## src/hdl/sleep_ctl_pkg.sv

```systemverilog
// shared constants and types for the mute/idle/sleep controller
package sleep_ctl_pkg;
  // clock period of clk_sys in ns (200 MHz)
  localparam int unsigned CLK_PERIOD_NS = 5;
  // base timeout tick period in ns, scaled by the units selector
  localparam int unsigned BASE_TICK_NS  = 1_000_000;
  // widths of the configuration fields
  localparam int unsigned TOUT_W        = 4;   // mute / idle / init count
  localparam int unsigned UNITS_W       = 2;   // timeout-units selector
  localparam int unsigned MSG_CNT_W     = 6;   // messages before self mute
  localparam int unsigned HOLD_W        = 4;   // max hold-off field
  localparam int unsigned SLEEP_W       = 4;   // sleep timeout field
  localparam int unsigned TMR_W         = 6;   // common timer count width
  // unit-tick prescale masks per units selector (x1, x4, x16, x64)
  localparam logic [5:0] UNIT_MASK0     = 6'h00;
  localparam logic [5:0] UNIT_MASK1     = 6'h03;
  localparam logic [5:0] UNIT_MASK2     = 6'h0f;
  localparam logic [5:0] UNIT_MASK3     = 6'h3f;
  // active-window multipliers for the sleep encouragement modes
  localparam logic [2:0] TOT_LAPS       = 3'h2;
  localparam logic [2:0] INIT_LAPS      = 3'h6;
  localparam logic [2:0] IDLE_LAPS      = 3'h2;
  // hold-off counts in base ticks, units selector fixed at x1
  localparam logic [1:0] HOLD_UNITS     = 2'h0;
  // power / link states
  typedef enum logic [2:0]
  {
    ST_SLEEP,
    ST_BOOT,
    ST_TX,
    ST_LISTEN,
    ST_MUTED,
    ST_READY
  } pstate_t;
endpackage

```

## src/hdl/pin_edge_sync.sv

```systemverilog
// two-flop synchroniser with rising-edge pulse for a pin input
module pin_edge_sync
(
  input  wire logic clk_sys,   // system clock
  input  wire logic rst_b,     // async reset, active low
  input  wire logic ce,        // clock enable
  input  wire logic pin,       // raw pin level
  output logic      level,     // synchronised level
  output logic      rise       // one-cycle rising-edge pulse
);
  logic meta_q;   // first stage, read only by sync_q
  logic sync_q;   // second stage
  logic prev_q;   // delayed copy for the edge detect

  // synchroniser chain and edge history
  always_ff @(posedge clk_sys or negedge rst_b)
    if (!rst_b)
    begin
      meta_q <= 1'b0;
      sync_q <= 1'b0;
      prev_q <= 1'b0;
    end
    else if (ce)
    begin
      meta_q <= pin;
      sync_q <= meta_q;
      prev_q <= sync_q;
    end

  assign level = sync_q;
  // edge only from settled samples
  assign rise  = sync_q & ~prev_q;
endmodule

```

## src/hdl/unit_timer.sv

```systemverilog
// timeout counter: count of unit ticks, unit set by a 2-bit selector
module unit_timer
  import sleep_ctl_pkg::*;
#(
  parameter int unsigned W = TMR_W   // count width
)
(
  input  wire logic         clk_sys,  // system clock
  input  wire logic         rst_b,    // async reset, active low
  input  wire logic         ce,       // clock enable
  input  wire logic         tick,     // base tick pulse
  input  wire logic         restart,  // clear and start over
  input  wire logic         run,      // count while high
  input  wire logic [1:0]   units,    // timeout-units selector
  input  wire logic [W-1:0] count,    // timeout in units, zero never ends
  output logic              expired   // one-cycle pulse, then rearms
);
  logic [5:0]   sub_q;     // base ticks within one unit
  logic [W-1:0] cnt_q;     // elapsed units
  logic [5:0]   mask;      // prescale terminal value
  logic         unit_tick; // one unit elapsed

  // units selector to prescale mask
  always_comb
    case (units)
      2'h0:    mask = UNIT_MASK0;
      2'h1:    mask = UNIT_MASK1;
      2'h2:    mask = UNIT_MASK2;
      default: mask = UNIT_MASK3;
    endcase

  assign unit_tick = run & tick & (sub_q == mask);
  // a zero count never fires
  assign expired   = unit_tick & (count != '0) & (cnt_q == count - W'(1));

  // prescaler within a unit
  always_ff @(posedge clk_sys or negedge rst_b)
    if (!rst_b)
      sub_q <= 6'h00;
    else if (ce)
    begin
      if (restart)
        sub_q <= 6'h00;
      else if (run && tick)
        sub_q <= (sub_q == mask) ? 6'h00 : sub_q + 6'h01;
    end

  // unit counter, wraps on expiry so laps can be counted
  always_ff @(posedge clk_sys or negedge rst_b)
    if (!rst_b)
      cnt_q <= '0;
    else if (ce)
    begin
      if (restart || expired)
        cnt_q <= '0;
      else if (unit_tick)
        cnt_q <= cnt_q + W'(1);
    end
endmodule

```

## src/hdl/sleep_ctl.sv

```systemverilog
// active/sleep, mute and idle timeout controller of the tag
module sleep_ctl
  import sleep_ctl_pkg::*;
#(
  // base tick length in clk_sys cycles
  parameter int unsigned TICK_CYC = BASE_TICK_NS / CLK_PERIOD_NS
)
(
  input  wire logic                 clk_sys,            // system clock
  input  wire logic                 rst_b,              // async reset, active low
  input  wire logic                 ce,                 // clock enable
  input  wire logic                 rf_field_present,   // field above threshold
  input  wire logic                 boot_done,          // boot sequence complete
  input  wire logic                 total_mode,         // tag talks first
  input  wire logic                 battery_assisted_operation, // battery mode
  input  wire logic                 serial_param_setting_command, // sens. set
  input  wire logic                 spi_mode,           // port as serial bus
  input  wire logic                 p3_wake_enable,     // pin3 edge ends mute, not in spi mode
  input  wire logic                 mute_timeout_enable,// mute timeout on
  input  wire logic                 idle_timeout_enable,// idle timeout on
  input  wire logic [MSG_CNT_W-1:0] self_mute_msgs,     // msgs before mute
  input  wire logic [TOUT_W-1:0]    mute_timeout,       // mute timeout count
  input  wire logic [UNITS_W-1:0]   mute_units,         // mute timeout units
  input  wire logic [TOUT_W-1:0]    idle_timeout,       // idle timeout count
  input  wire logic [UNITS_W-1:0]   idle_units,         // idle timeout units
  input  wire logic [TOUT_W-1:0]    init_cmd_timeout,   // first-command limit
  input  wire logic [SLEEP_W-1:0]   sleep_timeout,      // forced sleep count
  input  wire logic [HOLD_W-1:0]    max_holdoff,        // message spacing
  input  wire logic                 msg_done,           // message sent, pulse
  input  wire logic                 mute_cmd,           // mute condition, pulse
  input  wire logic                 rtf_cmd_valid,      // reader command, pulse
  input  wire logic                 port_bit3_or_chip_select, // pin3 level
  input  wire logic                 port_bit2_or_serial_clock, // pin2 level
  output logic                      active,             // active mode
  output logic                      muted,              // tag muted
  output logic                      tx_start,           // send message, pulse
  output logic                      cmd_accept,         // commands taken
  output logic                      forced_sleep,       // duty-cycled off
  output logic                      chip_select,        // spi select, high
  output logic                      serial_clock        // spi clock
);
  localparam int unsigned PRE_W = $clog2(TICK_CYC + 1);

  pstate_t           state_q;    // current state
  pstate_t           state_d;    // next state
  logic [PRE_W-1:0]  pre_q;      // base tick prescaler
  logic              tick;       // base tick pulse
  logic [MSG_CNT_W-1:0] msg_q;   // messages since unmute
  logic [2:0]        laps_q;     // window or mute laps elapsed
  logic              forced_q;   // sleep entered by a timeout
  logic              seen_cmd_q; // first command seen since boot
  logic              tx_q;       // start pulse register
  logic              cs_q;       // chip select register
  logic              sclk_q;     // serial clock register
  logic              p3_level;   // synchronised pin3
  logic              p3_rise;    // pin3 rising edge
  logic              st_restart; // restart of state timer
  logic              st_run;     // state timer runs
  logic [1:0]        st_units;   // state timer units
  logic [TMR_W-1:0]  st_count;   // state timer count
  logic              st_exp;     // state timer expiry
  logic              win_restart;// restart of window timer
  logic              win_run;    // window timer runs
  logic [TMR_W-1:0]  win_count;  // window lap length
  logic              win_exp;    // window lap expiry
  logic              mute_tmo_on;// mute timeout usable
  logic              idle_tmo_on;// idle timeout usable
  logic              tot_enc;    // total sleep encouragement
  logic              rtf_enc;    // reader-first sleep encouragement
  logic              msg_limit;  // self-mute count reached
  logic              win_over;   // encouraged window used up
  logic              go_sleep;   // forced sleep request this cycle

  pin_edge_sync u_p3
  (
    .clk_sys (clk_sys),
    .rst_b   (rst_b),
    .ce      (ce),
    .pin     (port_bit3_or_chip_select),
    .level   (p3_level),
    .rise    (p3_rise)
  );

  // base tick prescaler; long, so shortened by TICK_CYC in simulation
  always_ff @(posedge clk_sys or negedge rst_b)
    if (!rst_b)
      pre_q <= '0;
    else if (ce)
      pre_q <= tick ? '0 : pre_q + PRE_W'(1);

  assign tick = (pre_q == PRE_W'(TICK_CYC - 1));

  // mute timeout needs its enable and a nonzero count
  assign mute_tmo_on = mute_timeout_enable & (mute_timeout != '0);
  // idle timeout needs its enable and a nonzero count
  assign idle_tmo_on = idle_timeout_enable & (idle_timeout != '0);

  // all six conditions for total encouragement
  assign tot_enc = battery_assisted_operation & idle_timeout_enable
                 & (sleep_timeout != '0) & (self_mute_msgs != '0)
                 & (mute_timeout != '0) & ~serial_param_setting_command;

  // all four conditions for reader-first encouragement
  assign rtf_enc = battery_assisted_operation & (sleep_timeout != '0)
                 & (idle_timeout != '0) & ~serial_param_setting_command;

  assign msg_limit = (self_mute_msgs != '0)
                   & (msg_q == self_mute_msgs - MSG_CNT_W'(1));

  // state timer selection per state
  always_comb
  begin
    st_run   = 1'b0;
    st_units = HOLD_UNITS;
    st_count = '0;
    case (state_q)
      ST_LISTEN:
      begin
        st_run   = 1'b1;
        st_count = TMR_W'(max_holdoff);
      end
      ST_MUTED:
      begin
        st_run   = mute_tmo_on;
        st_units = mute_units;
        st_count = TMR_W'(mute_timeout);
      end
      ST_READY:
      begin
        st_run   = idle_tmo_on;
        st_units = idle_units;
        st_count = TMR_W'(idle_timeout);
      end
      ST_SLEEP:
      begin
        // off time only after a forced sleep
        st_run   = forced_q;
        st_units = idle_units;
        st_count = TMR_W'(sleep_timeout);
      end
      default:
      begin
        st_run   = 1'b0;
      end
    endcase
  end

  // each new state, mute included, restarts the timer
  assign st_restart = (state_d != state_q)
                    | ((state_q == ST_READY) & rtf_cmd_valid);

  unit_timer #(.W(TMR_W)) u_state_tmr
  (
    .clk_sys (clk_sys),
    .rst_b   (rst_b),
    .ce      (ce),
    .tick    (tick),
    .restart (st_restart),
    .run     (st_run),
    .units   (st_units),
    .count   (st_count),
    .expired (st_exp)
  );

  // window lap length: init timeout, else idle timeout
  always_comb
  begin
    win_count = TMR_W'(idle_timeout);
    if (init_cmd_timeout != '0)
      win_count = TMR_W'(init_cmd_timeout);
  end

  // window counts only in reader-first active time
  assign win_run     = (state_q == ST_READY);
  assign win_restart = (state_q == ST_BOOT);

  unit_timer #(.W(TMR_W)) u_window_tmr
  (
    .clk_sys (clk_sys),
    .rst_b   (rst_b),
    .ce      (ce),
    .tick    (tick),
    .restart (win_restart),
    .run     (win_run),
    .units   (idle_units),
    .count   (win_count),
    .expired (win_exp)
  );

  // encouraged active window used up
  always_comb
  begin
    win_over = 1'b0;
    if (state_q == ST_READY && rtf_enc && win_exp)
    begin
      // six laps of the init timeout
      if (init_cmd_timeout != '0)
        win_over = (laps_q == INIT_LAPS - 3'h1);
      // two laps of the idle timeout
      else
        win_over = (laps_q == IDLE_LAPS - 3'h1);
    end
  end

  // forced sleep causes of this cycle
  always_comb
  begin
    go_sleep = 1'b0;
    case (state_q)
      ST_READY:
      begin
        if (st_exp)
          go_sleep = 1'b1;
        // no first command within the init timeout
        if (win_exp && !seen_cmd_q && init_cmd_timeout != '0)
          go_sleep = 1'b1;
        if (win_over)
          go_sleep = 1'b1;
      end
      ST_MUTED:
      begin
        if (tot_enc && st_exp && laps_q == TOT_LAPS - 3'h1)
          go_sleep = 1'b1;
      end
      default:
      begin
        go_sleep = 1'b0;
      end
    endcase
  end

  // next state
  always_comb
  begin
    state_d = state_q;
    case (state_q)
      ST_SLEEP:
      begin
        // forced off time holds off the wake
        if (rf_field_present && (!forced_q || st_exp || sleep_timeout == '0))
          state_d = ST_BOOT;
      end
      ST_BOOT:
      begin
        if (boot_done)
          state_d = total_mode ? ST_TX : ST_READY;
      end
      ST_TX:
      begin
        if (msg_done)
          state_d = msg_limit ? ST_MUTED : ST_LISTEN;
      end
      ST_LISTEN:
      begin
        if (mute_cmd)
          state_d = ST_MUTED;
        else if (st_exp)
          state_d = ST_TX;
      end
      ST_MUTED:
      begin
        // encouraged total tag goes to sleep
        if (go_sleep)
          state_d = ST_SLEEP;
        else if (p3_wake_enable && !spi_mode && p3_rise)
          state_d = ST_TX;
        else if (st_exp)
          state_d = ST_TX;
      end
      ST_READY:
      begin
        // stay ready unless a timeout fires
        if (go_sleep)
          state_d = ST_SLEEP;
      end
      default:
      begin
        state_d = ST_SLEEP;
      end
    endcase
    // field loss ends everything, mute included
    if (!rf_field_present && state_q != ST_SLEEP)
      state_d = ST_SLEEP;
  end

  // state register
  always_ff @(posedge clk_sys or negedge rst_b)
    if (!rst_b)
      state_q <= ST_SLEEP;
    else if (ce)
      state_q <= state_d;

  // forced-sleep flag; plain field loss never forces an off time
  always_ff @(posedge clk_sys or negedge rst_b)
    if (!rst_b)
      forced_q <= 1'b0;
    else if (ce)
    begin
      if (state_d == ST_SLEEP && state_q != ST_SLEEP)
        forced_q <= go_sleep & rf_field_present;
      else if (state_d != ST_SLEEP)
        forced_q <= 1'b0;
    end

  // message count since the last unmute
  always_ff @(posedge clk_sys or negedge rst_b)
    if (!rst_b)
      msg_q <= '0;
    else if (ce)
    begin
      if (state_q == ST_MUTED || state_q == ST_SLEEP)
        msg_q <= '0;
      else if (state_q == ST_TX && msg_done)
        msg_q <= msg_q + MSG_CNT_W'(1);
    end

  // lap counter for the repeating cycles
  always_ff @(posedge clk_sys or negedge rst_b)
    if (!rst_b)
      laps_q <= 3'h0;
    else if (ce)
    begin
      if (state_q == ST_BOOT || state_q == ST_SLEEP)
        laps_q <= 3'h0;
      else if (state_q == ST_MUTED && st_exp && tot_enc)
        laps_q <= laps_q + 3'h1;
      else if (state_q == ST_READY && win_exp)
        laps_q <= laps_q + 3'h1;
    end

  always_ff @(posedge clk_sys or negedge rst_b)
    if (!rst_b)
      seen_cmd_q <= 1'b0;
    else if (ce)
    begin
      if (state_q == ST_BOOT)
        seen_cmd_q <= 1'b0;
      else if (cmd_accept && rtf_cmd_valid)
        seen_cmd_q <= 1'b1;
    end

  // message start pulse on entry to transmit
  always_ff @(posedge clk_sys or negedge rst_b)
    if (!rst_b)
      tx_q <= 1'b0;
    else if (ce)
      tx_q <= (state_d == ST_TX) & (state_q != ST_TX);

  // pin3 as active-low select, pin2 as clock in spi mode
  always_ff @(posedge clk_sys or negedge rst_b)
    if (!rst_b)
    begin
      cs_q   <= 1'b0;
      sclk_q <= 1'b0;
    end
    else if (ce)
    begin
      cs_q   <= spi_mode & ~p3_level;
      sclk_q <= spi_mode & port_bit2_or_serial_clock;
    end

  // outputs
  assign active       = (state_q != ST_SLEEP);
  assign muted        = (state_q == ST_MUTED);
  assign tx_start     = tx_q;
  assign forced_sleep = (state_q == ST_SLEEP) & forced_q;
  assign chip_select  = cs_q;
  assign serial_clock = sclk_q;
  // commands taken except while booting or sending; none while asleep
  assign cmd_accept   = (state_q != ST_SLEEP) & (state_q != ST_TX)
                      & (state_q != ST_BOOT);
endmodule

```

## config.mk

```make
export PLATFORM = sky130hd
export DESIGN_NAME = sleep_ctl
export DESIGN_NICKNAME = d
export VERILOG_FILES = /design/src/hdl/sleep_ctl_pkg.sv /design/src/hdl/pin_edge_sync.sv /design/src/hdl/unit_timer.sv /design/src/hdl/sleep_ctl.sv
export SDC_FILE = /design/constraint.sdc
export NUM_CORES = 1
export LEC_CHECK = 0
export BUFFER_PORTS_ARGS = -buffer_cell sky130_fd_sc_hd__buf_2
export CORE_ASPECT_RATIO = 2
export CORE_MARGIN = 3
export CORE_UTILIZATION = 40
export CTS_CLUSTER_DIAMETER = 120
export CTS_CLUSTER_SIZE = 30
export DETAILED_ROUTE_END_ITERATION = 6
export GPL_TIMING_DRIVEN = 0
export RECOVER_POWER = 100
export SYNTH_ARGS = -nofsm -noshare
export SYNTH_HDL_FRONTEND = slang
export SYNTH_SLANG_ARGS = --single-unit
```

## constraint.sdc

```tcl
create_clock -name clk_sys -period 11.1 [get_ports clk_sys]
set_input_delay 0.555 -clock clk_sys [delete_from_list [all_inputs] [get_ports clk_sys]]
set_output_delay 0.555 -clock clk_sys [all_outputs]
set_load 0.005 [all_outputs]
```

==> results.md, run 1 <==
- Row Count: 54
- CTS buffer count: 9
- Ys Warns: 0
- Hold_buf cts: 0
- Total global-route track usage: 20.7%
- Status: complete, but fails checks
- # DRC: 0
- Min Tclk post-route: approximately 5.3 ns
- CP endpoint kind: flip-flop
- Die H: 156 um
- EDFF count, synth: 0
- Worst slew pin tran: 3.49 ns
- DIE WIDTH: roughly 81 um
- HP Class: primary input to flip-flop
- Mapped Cells: just over 500
- Top cell type's share of synthesized area: around a third
- Core area: 10,900 um^2
- Max VDD drop: between 0.00009 and 0.0001 V
- MaxCap Viol Count: 1
- Drt first pass iters: 6
- DP Worst Slack: approximately 6.8 ns
- CTS tree: yes
- Die ar.: 12,600 um^2
- Final worst setup slack: a little under 6 ns
- Share of cells above drive strength 1: between 10% and 20%
- Clk_lat worst skew: approximately 0.33 ns
- GP Congestion: just under 0.9
- Syn Area/Cell: about 8.7 um^2
- Register area share after synthesis: 34.6%
- PwrDens: 195 nW/um^2
- Vias per cell: about 5.8
- Max Slew Vio Count: 63
- Total power: 1.01 mW
- Clk sinks: just over 60
- FFs w/ async S/R, synth: 100%
- Synth area leaders: dfrtp_1 35%, nand3_1 4.2%, nor2_1 4.2%
- Inst Count DP: about 700
- Area growth from synthesis to layout: 16.0%
- Synthesized net count: 575
- Netlist cell types: slightly above 70
- Req. time, crit path: 11.37 ns
- Prevailing post-synth register cell: dfrtp_1
- Via count: a little over 4,000
- CP Data Arrival Time: approximately 5.5 ns
- Nets: 638
- Setup TNS: 0 ns
- Non-Filler Instances: approximately 720
- Post-synthesis register bit count: between 60 and 70
- Longest Clk Path Bufs: 2
- Worst Skew: 0.00844 ns
- Initial antenna violation count: 0
- Post-detail-place hpwl: a little under 10 mm
- Final worst path period share: 47.5%
- Leakage: roughly 2.3 nW
- Clock root cell: clkbuf_16
- # IOs: 54
- Largest net degree at the start of global routing: 63
- Achievable clock frequency: 190 MHz
- First-pass GRT wire length: ~20 mm
- Initial Utilization: 41.0%
- Port Buf Inserts: 52
- N_diodes: 0
- DRT antenna net count: 0
- Drt initial violations: around 170
- Final WL: 12.7 mm
- Failing checks: capacitance limit, slew limit
- Setup violators final: 0
- Max transition margin: -133%
- RSZ-0062 raised after global routing: false
- Final Hold Viols: 0
- WS Path Type: flip-flop to flip-flop
- Worst R2R Setup Slack: 5.83 ns
- H-Tree Depth: 3
- CTS resizes: 0
- Worst Path Max Fanout: 10
- Startpoint Class: flip-flop
- Vias in the first global route: ~4,200
- Area leader, netlist: dfrtp_1
- Post-CTS setup buffers: 0
- Remaining global-route overflow: 0
- Reg clk slew, reported paths: 0.05 ns
- Cell area after synthesis: 4490 um^2
- DR WL/cell: roughly 18 um
[layout by cell type, fill, tap and decap left out, types with 5 or more instances in the layout]
master | Yosys | layout
dfrtp_1 | 62 | 62
buf_2 | 6 | 55
nor2_1 | 50 | 50
nand2_1 | 47 | 48
nand3_1 | 38 | 38
o21ai_0 | 26 | 28
inv_1 | 24 | 24
xnor2_1 | 21 | 21
xor2_1 | 21 | 21
ha_1 | 14 | 14
nor3_1 | 12 | 13
clkbuf_1 | 4 | 12
a21oi_1 | 12 | 12
mux2_2 | 9 | 9
and3_1 | 9 | 9
clkbuf_16 | 0 | 9
a31oi_1 | 8 | 8
nand4_1 | 8 | 8
and4b_1 | 7 | 7
mux2i_1 | 7 | 7
o22ai_1 | 7 | 7
nor4b_1 | 6 | 6
a21o_1 | 6 | 6
or4_1 | 6 | 6
nor2b_1 | 5 | 5
a211oi_1 | 5 | 5
o31ai_1 | 4 | 5
[critical path: stages (launching register included)]
cell       delay [ns]
dfrtp_1          0.42
clkbuf_1         0.38
clkbuf_1         0.43
mux2_2           0.39
a211oi_1         0.45
ha_1             0.31
xor2_1           0.10
a211o_1          0.29
a2111oi_0        0.50
and4_1           0.25
clkbuf_1         0.36
o21ai_0          0.17
o21ai_1          0.18
nand3_1          0.11
a2111oi_0        0.72
a21o_1           0.14
[per-layer routing]
layer	global-route usage, %	share of wire, %	vias to the layer above
met5	0	0	-
met3	4.39	3.9	35
met4	12.1	4.4	0
met1	21.0	37	1997
li1	-	-	2017
met2	37.5	54	108
[layout make-up]
class,instances,area [um^2]
fill,1084,5740
multi-input combinational,413,2740
sequential,62,1550
timing repair buffer,52,259
clock buffer,12,256
tap,140,175
inverter,24,90.1
clock inverter,3,67.6
buffer,15,61.3
[registers in the layout, indices dropped and copies added, names as in the netlist]
| signal | count |
|---|---|
| chip_select | 1 |
| forced_q | 1 |
| laps_q | 3 |
| msg_q | 6 |
| pre_q | 18 |
| seen_cmd_q | 1 |
| serial_clock | 1 |
| state_q | 3 |
| tx_start | 1 |
| u_p3.level | 1 |
| u_p3.meta_q | 1 |
| u_p3.prev_q | 1 |
| u_state_tmr.cnt_q | 6 |
| u_state_tmr.sub_q | 6 |
| u_window_tmr.cnt_q | 6 |
| u_window_tmr.sub_q | 6 |
[report_power, final]
group | total, mW | internal (mW) | leakage [nW] | switching (mW)
logic | 0.430 | 0.161 | 1.31 | 0.269
clock network | 0.308 | 0.207 | 0.155 | 0.101
registers | 0.274 | 0.250 | 0.843 | 0.0236
total | 1.01 | 0.618 | 2.31 | 0.393
[final timing paths]
kind | startpoint | cells after the start | endpoint
worst max-delay path | state_q[0] | 15 | tx_start
worst min-delay path | port_bit3_or_chip_select | 2 | u_p3.meta_q
worst max register to register | state_q[0] | 15 | tx_start
worst min register to register | tx_start | 1 | tx_start
max in group asynchronous | rst_b | 1 | u_state_tmr.sub_q[0]
min in group asynchronous | rst_b | 1 | pre_q[14]
[Yosys cell counts (7+ instances only)]
cell,number
dfrtp_1,62
nor2_1,50
nand2_1,47
nand3_1,38
o21ai_0,26
inv_1,24
xnor2_1,21
xor2_1,21
ha_1,14
a21oi_1,12
nor3_1,12
and3_1,9
mux2_2,9
a31oi_1,8
nand4_1,8
and4b_1,7
mux2i_1,7
o22ai_1,7
[per-stage QoR]
stage	instance area (um^2)	hold WS (ns)	util, %
floorplan	4490	0.259	-
global placement	4920	0.461	45.0
detailed placement	4920	0.472	45.0
CTS	5250	0.353	47.9
global route	5200	0.451	47.5
finish	5200	0.453	47.5
[cells by family (layout without fill, tap and decap cells)]
kind of cell | after synthesis | after routing | share of synthesized area (%)
flip-flops | 62 | 62 | 34.6
XOR/XNOR | 42 | 42 | 8.20
adder cells (fa/ha/maj) | 14 | 14 | 3.91
AO/OA/AOI/OAI | 113 | 113 | 18.2
AND/OR/NAND/NOR | 226 | 226 | 26.9
multiplexers | 18 | 18 | 4.49
buffers and inverters | 39 | 106 | 3.68
Note: power is estimated with default switching activity, not from simulation.
==> run 2, diff against run 1 <==
==> constraint.sdc (replaced) <==
create_clock -name clk_sys -period 4.5 [get_ports clk_sys]
set_input_delay 0.225 -clock clk_sys [delete_from_list [all_inputs] [get_ports clk_sys]]
set_output_delay 0.225 -clock clk_sys [all_outputs]
set_load 0.005 [all_outputs]
==> results.md, run 2 (synthesis results as in run 1) <==
- Status: complete, but fails checks
- Failing checks: capacitance limit, slew limit
- WS Path Type: flip-flop to flip-flop
- Setup TNS: 0 ns
- Max FFs per register: 18
- Die H: 156 um
- DRT antenna net count: 0
- Max VDD drop: 0.000245 V
- RSZ-0062 raised after global routing: false
- PwrDens: approximately 480 nW/um^2
- Row Count: 54
- HP Class: primary input to flip-flop
- Vias in the first global route: about 4,200
- CP Data Arrival Time: 4.49 ns
- Clk sinks: 62
- Max transition margin: -133%
- Final WL: approximately 13 mm
- Startpoint Class: flip-flop
- Min Tclk post-route: between 4 and 5 ns
- Worst Skew: approximately 0.008 ns
- Initial Utilization: 41.0%
- MaxCap Viol Count: 1
- Fillers: 1,074
- Die ar.: ~13,000 um^2
- Non-Filler Instances: ~700
- Via count: 4,170
- Remaining global-route overflow: 0
- Final worst path period share: 93.7%
- Inst Count DP: 706
- DIE WIDTH: roughly 81 um
- Initial antenna violation count: 0
- Commonest non-fill, non-tap cell in the layout: dfrtp_1
- DR WL/cell: 17.6 um
- Area growth from synthesis to layout: 16.8%
- Most frequent cells in the layout: 62 x dfrtp_1, 55 x buf_2, 50 x nor2_1
- Final Hold Viols: 0
- R2r startpoint: state_q[1]
- Hold_sp: port_bit3_or_chip_select
- Vias per cell: 5.78
- Worst slew pin tran: between 3 and 4 ns
- Port Buf Inserts: 52
- N_diodes: 0
- Total global-route track usage: 20.7%
- Drt first pass iters: 4
- Clk_lat worst skew: between 0.3 and 0.4 ns
- First-pass GRT wire length: ~20 mm
- Worst Path Max Fanout: 10
- Most flops, register: pre_q
- Clock root cell: clkbuf_16
- Setup violators final: 0
- Core area: ~11,000 um^2
- Largest net degree at the start of global routing: 63
- CTS tree: yes
- Sequential Area: roughly 1600 um^2
- Share of cells above drive strength 1: 16.4%
- CTS buffer count: 9
- Nets: between 600 and 700
- Achievable clock frequency: around 240 MHz
- Post-detail-place hpwl: about 10 mm
- # IOs: 54
- Critical path startpoint: state_q[1]
- GP Congestion: between 0.8 and 0.9
- Req. time, crit path: 4.77 ns
- Longest Clk Path Bufs: 2
- Drt initial violations: 163
- Multi-input logic area: ~2800 um^2
- Max Slew Vio Count: between 60 and 70
- CP endpoint kind: flip-flop
- Leakage: 2.33 nW
- Reg clk slew, reported paths: roughly 0.05 ns
- # DRC: 0
- H-Tree Depth: 3
-- run 2: cell types whose count changed in the layout (fill, tap and decap cells not counted), sizes merged --
cell	before	now
buf	56	57
clkbuf	23	22
-- run 2: layout make-up --
type | instances | area share, %
Multi-Input combinational cell | 413 | 52.8
Sequential cell | 62 | 29.6
Timing Repair Buffer | 52 | 4.95
Clock buffer | 12 | 4.90
Tap cell | 140 | 3.34
Inverter | 24 | 1.72
Buffer | 15 | 1.39
Clock inverter | 3 | 1.29
-- run 2: per-stage QoR --
| step | cell area, um^2 | total power [mW] | setup slack (ns) | util, % | hold WS [ns] |
|---|---|---|---|---|---|
| floorplan | 4490 | 1.47 | 0.934 | - | -0.0706 |
| CTS | 5250 | 2.55 | 0.154 | 47.9 | 0.0230 |
| global route | 5240 | 2.67 | 0.0841 | 47.9 | 0.121 |
| global placement | 4920 | 1.76 | 0.286 | 45.0 | 0.461 |
| finish | 5240 | 2.53 | 0.284 | 47.9 | 0.124 |
| detailed placement | 4920 | 1.77 | 0.178 | 45.0 | 0.382 |
-- run 2: metal layers --
metal,track usage [%],vias up,part of all wire (%)
li1,-,2019,-
met1,21.0,2004,37
met2,37.5,104,54
met3,4.39,43,3.7
met4,12.1,0,4.9
met5,0,-,0
-- run 2: worst max-delay path, cell delays in order (launching register included) --
cell and delay (ns):
dfrtp_1 0.37, clkbuf_1 0.32, clkbuf_1 0.43, nor4b_1 0.12, a211oi_2 0.29, ha_1 0.27, xor2_1 0.10, a211o_1 0.29
a2111oi_0 0.49, and4_1 0.26, buf_4 0.17, o21ai_1 0.08, o21ai_0 0.20, nand3_1 0.14, a2111oi_2 0.49, a21o_1 0.13
-- run 2: what timing repair did --
action | CTS | global route
endpoints found under the setup margin | 0 | 14
hold buffers | 0 | 0
setup buffers | 0 | 0
resized for setup | 0 | 2
-- run 2: power by group --
group          total (mW)  switching, mW  internal [mW]
combinational        1.10          0.679          0.418
sequential          0.677         0.0592          0.618
clock               0.758          0.246          0.512
-- run 2: path summary, 6_finish.rpt --
kind | cells after the start | slack (ns) | end
max | 15 | 0.28 | tx_start
min | 2 | 0.12 | u_p3.meta_q
max reg2reg | 15 | 0.28 | tx_start
min reg2reg | 1 | 0.48 | tx_start
max in group asynchronous | 1 | 1.45 | u_state_tmr.sub_q[0]
min in group asynchronous | 1 | 1.07 | pre_q[14]
==> run 3, diff against run 2 <==
--- a/config.mk
+++ b/config.mk
@@ -13,7 +13,7 @@
 export CTS_CLUSTER_SIZE = 30
 export DETAILED_ROUTE_END_ITERATION = 6
 export GPL_TIMING_DRIVEN = 0
-export RECOVER_POWER = 100
+export SLEW_MARGIN = 25
 export SYNTH_ARGS = -nofsm -noshare
 export SYNTH_HDL_FRONTEND = slang
 export SYNTH_SLANG_ARGS = --single-unit
==> results.md, run 3 (synthesis results as in run 1) <==
- Status: complete, no violations
- Commonest non-fill, non-tap cell in the layout: dfrtp_1
- Fillers: roughly 1,100
- RSZ-0062 raised after global routing: false
- CP Data Arrival Time: roughly 4.5 ns
- N_diodes: 0
- Worst Skew: 0.00821 ns
- PwrDens: 479 nW/um^2
- Drt first pass iters: 4
- Sequential power share: about a quarter
- Remaining global-route overflow: 0
- DR WL/cell: ~18 um
- Worst Path Max Fanout: 10
- Final worst path period share: slightly above 90%
- Drt initial violations: between 150 and 200
- Met2 usage: between 30% and 40%
- Worst slew pin tran: roughly 0.91 ns
- Clock share of power: roughly 30%
- Met1 GRT Util: 21.4%
- CTS tree: yes
- Critical-path cell list: buf_6 -> buf_2 -> mux2_2 -> a211oi_2 -> ha_1 -> xor2_1 -> a211o_1 -> a2111oi_0 -> and4_1 -> buf_4 -> o21ai_1 -> o21ai_1 -> nand3_1 -> a2111oi_2 -> a21o_1
- Max FFs per register: 18
- Share of cells above drive strength 1: roughly 17%
- Min Tclk post-route: between 4 and 5 ns
- DRT antenna net count: 0
- H-Tree Depth: 3
- Port Buf Inserts: 52
- Switch share: between 30% and 40%
- Via count: about 4,200
- CP bufs+invs: 3
- Reg2reg path depth: 15
- Logic pwr share: a little over two fifths
- Max transition margin: around 38%
- CP most frequent cell: o21ai_1
- Hold Slack: roughly 0.12 ns
- GRT busiest layer: met2
- Clock root cell: clkbuf_16
- First-pass GRT wire length: roughly 20 mm
- Internal Power: 1.54 mW
- HP Class: primary input to flip-flop
- Clk_lat worst skew: between 0.3 and 0.4 ns
- Initial antenna violation count: 0
- Achievable clock frequency: around 240 MHz
- # DRC: 0
- Total power: approximately 2.5 mW
- Final core occ: between 40% and 50%
- Slowest stage cell on the critical path: a2111oi_0
- Die ar.: about 13,000 um^2
- Largest net degree at the start of global routing: 46
- Final Hold Viols: 0
- WS Path Type: flip-flop to flip-flop
- DIE WIDTH: 80.9 um
- Die H: roughly 160 um
- Post-detail-place hpwl: approximately 10 mm
- Max incr delay on CP: around 0.56 ns
- # IOs: 54
- Vias per cell: between 5 and 6
- Max Slew Vio Count: 0
- Most frequent cells in the layout: 62 x dfrtp_1, 57 x buf_2, 50 x nor2_1
- Crit. path cell count: 15
- Met3 usage: roughly 4%
- Total global-route track usage: a little over a fifth
- Reg clk slew, reported paths: 0.06 ns
- CTS buffer count: 9
- Final WL: 12.7 mm
- Initial Utilization: 41.0%
- Area growth from synthesis to layout: 17.8%
- Psw: 0.989 mW
- Setup violators final: 0
- Most flops, register: pre_q
- Leakage: between 2 and 2.5 nW
- Row Count: 54
- Req. time, crit path: 4.78 ns
- CP endpoint kind: flip-flop
- Vias in the first global route: approximately 4,300
- Startpoint Class: flip-flop
- Post-CTS setup buffers: 0
- GP Congestion: slightly below 0.9
- Max VDD drop: 0.000260 V
- Longest Clk Path Bufs: 2
- Crit path max-delay family: compound AO/OA/AOI/OAI gates
- MaxCap Viol Count: 0
- Core area: approximately 11,000 um^2
- Clk sinks: 62
- Setup TNS: 0 ns
- Nets: 640
- Hold depth: 2
==> run 3: changes by cell type in the layout (fill, tap and decap cells not counted), moves of 2 or more <==
cell	delta
clkinv_2	+2
buf_2	+2
o21ai_0	-2
buf_1	+3
clkbuf_1	-5
and2_1	+3
o21ai_1	+2
and2_0	-3
==> run 3: worst paths after layout <==
kind / start / end / slack, ns
hold reg to reg: tx_start / tx_start / 0.48
setup reg to reg: state_q[0] / tx_start / 0.30
max in group asynchronous: rst_b / u_state_tmr.sub_q[2] / 3.67
setup / recovery: state_q[0] / tx_start / 0.30
hold / removal: port_bit3_or_chip_select / u_p3.meta_q / 0.12
min in group asynchronous: rst_b / pre_q[10] / 0.31
==> run 3: power groups by stage <==
| stage | clock network (mW) | logic, mW | registers [mW] |
|---|---|---|---|
| global placement | 0 | 1.08 | 0.684 |
| global route | 0.784 | 1.22 | 0.687 |
| CTS | 0.765 | 1.10 | 0.676 |
| floorplan | 0 | 0.802 | 0.670 |
| finish | 0.747 | 1.11 | 0.676 |
| detailed placement | 0 | 1.10 | 0.686 |
==> run 3: final cells by class <==
| cell class | count | area (um^2) | share of cell area [%] |
|---|---|---|---|
| clock inverters | 4 | 70.1 | 1.33 |
| inverters | 24 | 90.1 | 1.70 |
| flip-flops and latches | 62 | 1550 | 29.4 |
| repair buffers | 54 | 300 | 5.68 |
| clock buffers | 12 | 246 | 4.66 |
| multi-input cells | 413 | 2780 | 52.5 |
| well taps | 140 | 175 | 3.32 |
| plain buffers | 15 | 75.1 | 1.42 |
==> run 3: routing by layer <==
| metal | up-vias | wire length (um) |
|---|---|---|
| li1 | 2019 | - |
| met3 | 34 | 524 |
| met2 | 112 | 7070 |
| met5 | - | 0 |
| met4 | 0 | 576 |
| met1 | 2044 | 4560 |
==> run 3: through the flow <==
step | instances | cell area [um^2] | worst slack [ns]
after floorplan | 514 | 4490 | 0.934
after global placement | 706 | 4920 | 0.286
after detailed placement | 707 | 4950 | 0.162
after CTS | 724 | 5280 | 0.156
after global routing | 724 | 5280 | 0.0919
final | 724 | 5280 | 0.304
==> run 3: repair_timing <==
action	in CTS	in global routing
hold buffers	1	0
endpoints found under the hold margin	17	0
endpoints found under the setup margin	0	14
resized for setup	0	2
